$ cat config.mk
export PLATFORM = sky130hd
export DESIGN_NAME = nvsc_host
export DESIGN_NICKNAME = d
export VERILOG_FILES = /design/src/nvsc_sync.v /design/src/nvsc_host.v
export VERILOG_INCLUDE_DIRS = /design/src
export SDC_FILE = /design/constraint.sdc
export NUM_CORES = 1
export LEC_CHECK = 0
export BUFFER_PORTS_ARGS = -buffer_cell sky130_fd_sc_hd__buf_4
export CAP_MARGIN = 20
export CORE_MARGIN = 1.5
export CORE_UTILIZATION = 40
export DETAILED_ROUTE_END_ITERATION = 8
export HOLD_SLACK_MARGIN = 0.05
export PLACE_DENSITY_LB_ADDON = 0.3
export SLEW_MARGIN = 5
export SYNTH_ARGS = -nofsm -noshare
export SYNTH_HDL_FRONTEND = slang
export SYNTH_SLANG_ARGS = --single-unit
$ cat constraint.sdc
create_clock -name REF_CLK_I -period 4.28 [get_ports REF_CLK_I]
set_clock_uncertainty 0.2 [all_clocks]
set_input_delay 0.428 -clock REF_CLK_I [delete_from_list [all_inputs] [get_ports REF_CLK_I]]
set_output_delay 0.428 -clock REF_CLK_I [all_outputs]
set_load 0.005 [all_outputs]
$ cat src/nvsc_defines.vh
`ifndef NVSC_DEFINES_VH
`define NVSC_DEFINES_VH

// bus and counter widths
`define NVSC_AW 9
`define NVSC_DW 8
`define NVSC_CW 18

// clock period in ns
`define NVSC_CLK_NS 40

// times as printed, in their own units
`define NVSC_T_WRITE_PULSE_NS 35
`define NVSC_T_READ_ACCESS_NS 45
`define NVSC_T_STORE_PULSE_NS 250
`define NVSC_T_INHIBIT_US 1
`define NVSC_T_REENABLE_NS 700
`define NVSC_T_STORE_MS 10
`define NVSC_T_RECALL_US 650

// least times and longest times alike round up to whole cycles
`define NVSC_WRITE_CYC ((`NVSC_T_WRITE_PULSE_NS + `NVSC_CLK_NS - 1) / `NVSC_CLK_NS)
`define NVSC_READ_CYC ((`NVSC_T_READ_ACCESS_NS + `NVSC_CLK_NS - 1) / `NVSC_CLK_NS)
`define NVSC_PULSE_CYC ((`NVSC_T_STORE_PULSE_NS + `NVSC_CLK_NS - 1) / `NVSC_CLK_NS)
`define NVSC_INHIBIT_CYC ((`NVSC_T_INHIBIT_US * 1000 + `NVSC_CLK_NS - 1) / `NVSC_CLK_NS)
`define NVSC_REENABLE_CYC ((`NVSC_T_REENABLE_NS + `NVSC_CLK_NS - 1) / `NVSC_CLK_NS)
`define NVSC_STORE_CYC ((`NVSC_T_STORE_MS * 1000000 + `NVSC_CLK_NS - 1) / `NVSC_CLK_NS)
`define NVSC_RECALL_CYC ((`NVSC_T_RECALL_US * 1000 + `NVSC_CLK_NS - 1) / `NVSC_CLK_NS)

// synchroniser depth adds to the read sampling point
`define NVSC_SYNC_CYC 2

`endif

$ cat src/nvsc_sync.v
`timescale 1ns/1ps
module nvsc_sync #(
  parameter WIDTH = 1,
  parameter [WIDTH-1:0] INIT = {WIDTH{1'b0}}
) (
  input wire clk_i,
  input wire rst_i,
  input wire [WIDTH-1:0] d_i,
  output reg [WIDTH-1:0] q_o
);
  reg [WIDTH-1:0] meta;

  // meta feeds only the second stage
  always @(posedge clk_i or posedge rst_i)
  begin
    if (rst_i)
    begin
      meta <= INIT;
      q_o <= INIT;
    end
    else
    begin
      meta <= d_i;
      q_o <= meta;
    end
  end
endmodule

$ cat src/nvsc_host.v
`timescale 1ns/1ps
`include "nvsc_defines.vh"

// How it works
// - address set in the same cycle the write strobes fall, held until after strobes return high
// - output enable kept high for the whole write
// - write enable held inactive through power-up recall completion
// - store request: line driven low at least 250 ns, then 1 us inhibit
// - optional suppression: host drives store line high actively
module nvsc_host #(
  parameter STORE_CYC = `NVSC_STORE_CYC,
  parameter RECALL_CYC = `NVSC_RECALL_CYC
) (
  input wire REF_CLK_I,
  input wire RST_I,
  input wire REQ_I,
  input wire WRITE_I,
  input wire [`NVSC_AW-1:0] ADDR_I,
  input wire [`NVSC_DW-1:0] WDATA_I,
  input wire STORE_REQ_I,
  input wire SUPPRESS_AUTO_STORE_I,
  input wire [`NVSC_DW-1:0] DQ_I,
  input wire STORE_BUSY_N_I,
  output reg ACK_O,
  output reg [`NVSC_DW-1:0] RDATA_O,
  output reg READY_O,
  output reg STORE_DONE_O,
  output reg DIRTY_O,
  output reg CE_N_O,
  output reg OE_N_O,
  output reg WE_N_O,
  output reg [`NVSC_AW-1:0] ADDR_O,
  output reg [`NVSC_DW-1:0] DQ_O,
  output reg DQ_OE_N_O,
  output reg STORE_BUSY_N_O,
  output reg STORE_BUSY_OE_N_O
);
  localparam [7:0] S_BOOT = 8'h01;
  localparam [7:0] S_IDLE = 8'h02;
  localparam [7:0] S_READ = 8'h04;
  localparam [7:0] S_WRITE = 8'h08;
  localparam [7:0] S_WEND = 8'h10;
  localparam [7:0] S_PULSE = 8'h20;
  localparam [7:0] S_BUSY = 8'h40;
  localparam [7:0] S_REEN = 8'h80;

  function [`NVSC_CW-1:0] cyc;
    input integer n;
    begin
      cyc = n[`NVSC_CW-1:0];
    end
  endfunction

  wire store_busy_s;
  wire [`NVSC_DW-1:0] dq_s;
  reg [7:0] state;
  reg [`NVSC_CW-1:0] cnt;

  nvsc_sync #(.WIDTH(1), .INIT(1'b1)) u_busy_sync (
    .clk_i(REF_CLK_I),
    .rst_i(RST_I),
    .d_i(STORE_BUSY_N_I),
    .q_o(store_busy_s)
  );

  nvsc_sync #(.WIDTH(`NVSC_DW), .INIT({`NVSC_DW{1'b0}})) u_dq_sync (
    .clk_i(REF_CLK_I),
    .rst_i(RST_I),
    .d_i(DQ_I),
    .q_o(dq_s)
  );

  always @(posedge REF_CLK_I or posedge RST_I)
  begin
    if (RST_I)
    begin
      state <= S_BOOT;
      cnt <= {`NVSC_CW{1'b0}};
      ACK_O <= 1'b0;
      RDATA_O <= {`NVSC_DW{1'b0}};
      READY_O <= 1'b0;
      STORE_DONE_O <= 1'b0;
      DIRTY_O <= 1'b0;
      CE_N_O <= 1'b1;
      OE_N_O <= 1'b1;
      WE_N_O <= 1'b1;
      ADDR_O <= {`NVSC_AW{1'b0}};
      DQ_O <= {`NVSC_DW{1'b0}};
      DQ_OE_N_O <= 1'b1;
      STORE_BUSY_N_O <= 1'b0;
      STORE_BUSY_OE_N_O <= 1'b1;
    end
    else
    begin
      ACK_O <= 1'b0;
      STORE_DONE_O <= 1'b0;
      case (state)
        S_BOOT:
        begin
          // write enable stays high until the recall is surely over
          WE_N_O <= 1'b1;
          if (cnt >= cyc(RECALL_CYC) - 1'b1)
          begin
            cnt <= {`NVSC_CW{1'b0}};
            state <= S_IDLE;
            READY_O <= 1'b1;
          end
          else
            cnt <= cnt + 1'b1;
        end
        S_IDLE:
        begin
          // suppression is an active high drive, not the open-drain release
          STORE_BUSY_N_O <= SUPPRESS_AUTO_STORE_I;
          STORE_BUSY_OE_N_O <= ~SUPPRESS_AUTO_STORE_I;
          if (!store_busy_s && !SUPPRESS_AUTO_STORE_I)
          begin
            // an automatic or ganged store: keep off the bus
            READY_O <= 1'b0;
            cnt <= {`NVSC_CW{1'b0}};
            state <= S_BUSY;
          end
          else if (STORE_REQ_I)
          begin
            READY_O <= 1'b0;
            STORE_BUSY_N_O <= 1'b0;
            STORE_BUSY_OE_N_O <= 1'b0;
            cnt <= {`NVSC_CW{1'b0}};
            state <= S_PULSE;
          end
          else if (REQ_I && WRITE_I)
          begin
            READY_O <= 1'b0;
            ADDR_O <= ADDR_I;
            DQ_O <= WDATA_I;
            DQ_OE_N_O <= 1'b0;
            OE_N_O <= 1'b1;
            CE_N_O <= 1'b0;
            WE_N_O <= 1'b0;
            cnt <= {`NVSC_CW{1'b0}};
            state <= S_WRITE;
          end
          else if (REQ_I)
          begin
            READY_O <= 1'b0;
            ADDR_O <= ADDR_I;
            CE_N_O <= 1'b0;
            OE_N_O <= 1'b0;
            WE_N_O <= 1'b1;
            cnt <= {`NVSC_CW{1'b0}};
            state <= S_READ;
          end
        end
        S_READ:
        begin
          // sample only after access time plus synchroniser latency
          if (cnt >= cyc(`NVSC_READ_CYC + `NVSC_SYNC_CYC) - 1'b1)
          begin
            RDATA_O <= dq_s;
            ACK_O <= 1'b1;
            CE_N_O <= 1'b1;
            OE_N_O <= 1'b1;
            READY_O <= 1'b1;
            state <= S_IDLE;
          end
          else
            cnt <= cnt + 1'b1;
        end
        S_WRITE:
        begin
          if (cnt >= cyc(`NVSC_WRITE_CYC) - 1'b1)
          begin
            // rising strobes capture; address and data held one more cycle
            WE_N_O <= 1'b1;
            CE_N_O <= 1'b1;
            DIRTY_O <= 1'b1;
            state <= S_WEND;
          end
          else
            cnt <= cnt + 1'b1;
        end
        S_WEND:
        begin
          DQ_OE_N_O <= 1'b1;
          ACK_O <= 1'b1;
          READY_O <= 1'b1;
          state <= S_IDLE;
        end
        S_PULSE:
        begin
          // hold every control still over pulse and inhibit delay
          if (cnt >= cyc(`NVSC_PULSE_CYC + `NVSC_INHIBIT_CYC) - 1'b1)
          begin
            STORE_BUSY_N_O <= 1'b1;
            STORE_BUSY_OE_N_O <= 1'b1;
            cnt <= {`NVSC_CW{1'b0}};
            state <= S_BUSY;
          end
          else
            cnt <= cnt + 1'b1;
        end
        S_BUSY:
        begin
          STORE_BUSY_N_O <= 1'b1;
          STORE_BUSY_OE_N_O <= 1'b1;
          // the line may already be high if the device skipped the store
          if (store_busy_s || cnt >= cyc(STORE_CYC) - 1'b1)
          begin
            cnt <= {`NVSC_CW{1'b0}};
            state <= S_REEN;
          end
          else
            cnt <= cnt + 1'b1;
        end
        S_REEN:
        begin
          if (!store_busy_s)
          begin
            cnt <= {`NVSC_CW{1'b0}};
            state <= S_BUSY;
          end
          else if (cnt >= cyc(`NVSC_REENABLE_CYC) - 1'b1)
          begin
            DIRTY_O <= 1'b0;
            STORE_DONE_O <= 1'b1;
            READY_O <= 1'b1;
            state <= S_IDLE;
          end
          else
            cnt <= cnt + 1'b1;
        end
        default:
        begin
          state <= S_BOOT;
          cnt <= {`NVSC_CW{1'b0}};
          READY_O <= 1'b0;
        end
      endcase
    end
  end
endmodule

==> impl_metrics.toml <==
[sta]
drv_slew = 0
fin_crit_ns = 3.213
holdWs_ns = 0.06254
slew_headroom_pct = 45.88
rsz0062_at_grt = "no"
fmax_mhz = 311.2
fin_crit_sh_pct = 75.08
setup_violations = 0
worstMarginPinSlew_ns = 0.8088
final_hold_viol_count = 0
fin_setup_tns_ns = 0

[critical_path]
worstSetupPathType = "reg -> reg"
critical_path.max_stage_delay_ns = 0.70
path_cells = "or4_4, or4_4, o31ai_2, o2111a_1, o21ai_1, o211ai_1"
start_kind = "flip-flop"
worstSetupEndpointType = "flip-flop"
reg2reg_from = "cnt[16]$_DFFE_PP0P_"
critPathSlowestCell = "o2111a_1"
cp-startpoint = "cnt[16]$_DFFE_PP0P_"
cp.required_ns = 4.35
path_common_cell = "or4_4"
worst-path-max-fanout = 20
worstPathArrival_ns = 3.28

[floorplanning]
die_h_um = 98.77
core_area_um2 = 8806
die-width_um = 98.77
initial_core_util_pct = 41.66
io_pins = 67
num_rows = 34
die_area_um2 = 9755

[place]
place_congestion = 0.8383
dpl_cell_area_um2 = 4243
portBuffers = 66
dpl.hpwl_um = 5645

[run_status]
status = "complete, but fails checks"
violations = "DRC"

[logic_synthesis]
postSynthAreaPerCell_um2 = 10.33
ys_warn_count = 0
synth-edff-count = 0
yosysSeqAreaShare_pct = 54.16
syn_area_um2 = 3669
ys_ff_latch = 79
synthArstFlopShare_pct = 100.0
syn_nets = 390
yosysUniqueCellTypes = 50
synthFlopType = "dfrtp_1"
synthCells = 355

[run]
max-cap-violations = 0

[detailed_routing]
num_vias = 2997
drt-pass1-iter-count = 7
drt_wl_total_um = 8368
drc = 4
drtAntennaViolNets = 0
routed_via_density = 5.479
drtIter0Drc = 156
post_drt_wl_per_cell_um = 15.30

[power_and_ir_drop]
totalPowerFinal_mw = 1.420
seqPwrFrac_pct = 53.8
internal_power_mw = 1.089
switching_share_pct = 23.26
switching_power_uw = 330.2
clkPwrFrac_pct = 41.8
power_density_nw_per_um2 = 306.2
p_leak_nw = 2.160
combinationalPowerShare_pct = 4.4
ir_drop_v = 0.0002106

[clock_tree]
cts_max_path_buffers = 2
cts_root_buf = "clkbuf_8"
clk_pin_slew_ns = 0.10
insertion_delay_ns = 0.36
h-tree-depth = 3
cts_made_buffers = 9
cts_num_sinks = 79
cts_tree = "built"

[global_route]
grt_max_degree = 49
grt_pass1_wl_um = 13890
grt_overflow = 0
grt_pass1_vias = 2843
antenna_found_initial = 0
grt.total_usage_pct = 17.99

[layout]
diodes = 0
mostFrequentLayoutCell = "dfrtp_1"
drive_gt1_share_pct = 27.79
final_cell_mix = "dfrtp_1 (71), buf_4 (70), nand2_1 (60)"
num-nets-final = 469
area_growth_syn_to_layout_pct = 26.40
design_area_um2 = 4637
seqCellArea_um2 = 1987
final.fill_count = 776
multi_input_area_um2 = 1550

[min_path]
hold_class = "in -> reg"
min_from = "ADDR_I[1]"
power by group through the flow:
stage	logic (mW)	clock network (mW)	registers (mW)
6_report	0.0631	0.593	0.763
4_1_cts	0.0645	0.605	0.764
2_1_floorplan	0.0158	0	0.777
5_1_grt	0.0703	0.645	0.765
3_5_place_dp	0.0513	0	0.778
3_3_place_gp	0.0499	0	0.777
per-layer routing:
layer,part of all wire (%),track usage (%),vias to the layer above
li1,-,-,1454
met1,45,24.11,1462
met2,49,28.28,68
met3,4.5,4.752,13
met4,1.7,6.484,0
met5,0,0,-
worst max-delay path: cells and delay by family (launching register included):
kind             cells  cell delay (ns)
AO/OA/AOI/OAI        4             1.48
flip-flops           1             0.45
AND/OR/NAND/NOR      2             1.01
metrics by stage:
step	setup slack, ns	utilization, %	cells
floorplan	1.619	-	355
global placement	1.133	48.10	512
detailed placement	1.099	48.18	513
CTS	1.063	52.66	547
global route	0.8126	52.66	547
finish	1.067	52.66	547
synth_stat cells (3+ instances only):
library cell / number / area share [%]
nor4b_1: 3 / 0.72
or4_4: 3 / 0.92
nor2_1: 22 / 2.3
inv_1: 12 / 1.2
nor2b_1: 3 / 0.51
nand3_1: 18 / 2.5
o221ai_1: 4 / 0.95
nand4b_1: 5 / 1.2
o211ai_1: 26 / 5.3
ha_1: 3 / 1.0
or3_1: 4 / 0.68
nor4_1: 3 / 0.51
nor3b_1: 3 / 0.61
dfstp_2: 8 / 5.7
a21oi_1: 3 / 0.41
clkbuf_1: 15 / 1.5
o2111ai_1: 6 / 1.4
nand4_1: 5 / 0.85
mux2_2: 16 / 4.9
nand2_1: 60 / 6.1
nor3_1: 12 / 1.6
o22ai_1: 3 / 0.51
dfrtp_1: 71 / 48
o21ai_0: 10 / 1.4
sequential cells by signal, indices dropped and copies added, names as in the netlist, 8 cells and up:
| name | flops |
|---|---|
| DQ_O | 8 |
| ADDR_O | 9 |
| RDATA_O | 8 |
| cnt | 18 |
| state | 8 |
| u_dq_sync.meta | 8 |
| u_dq_sync.q_o | 8 |
final timing paths:
path / cells past startpoint / endpoint / slack [ns]
worst max-delay path: 6 / cnt[17]$_DFFE_PP0P_ / 1.07
worst min-delay path: 3 / ADDR_O[1]$_DFFE_PP0P_ / 0.06
worst max register to register: 6 / cnt[17]$_DFFE_PP0P_ / 1.07
worst min register to register: 0 / u_dq_sync.q_o[2]$_DFF_PP0_ / 0.15
max in group asynchronous: 4 / cnt[6]$_DFFE_PP0P_ / 2.30
min in group asynchronous: 3 / ADDR_O[7]$_DFFE_PP0P_ / 0.52
timing repair:
action                                  CTS  global route
gates resized for setup                   0             0
endpoints found under the setup margin    0             0
buffers inserted                          0             0
hold buffers                             18             0
hold endpoints to repair                 43             0
layout make-up:
| class | instances | area share (%) |
|---|---|---|
| clock inverter | 6 | 1.646 |
| sequential | 79 | 42.85 |
| clock buffer | 10 | 2.968 |
| timing repair buffer | 88 | 15.22 |
| multi-input combinational | 244 | 33.43 |
| inverter | 12 | 0.9714 |
| tap | 108 | 2.914 |
logic make-up after synthesis:
kind of cell | Yosys count | synth area share (%)
xor+xnor | 2 | 0.4776
flops | 79 | 54.16
compound gates | 71 | 14.67
buf+inv | 32 | 3.751
fa+ha+maj | 3 | 1.023
mux | 16 | 4.911
simple gates | 152 | 21.01
Note: power is estimated with default switching activity, not from simulation.
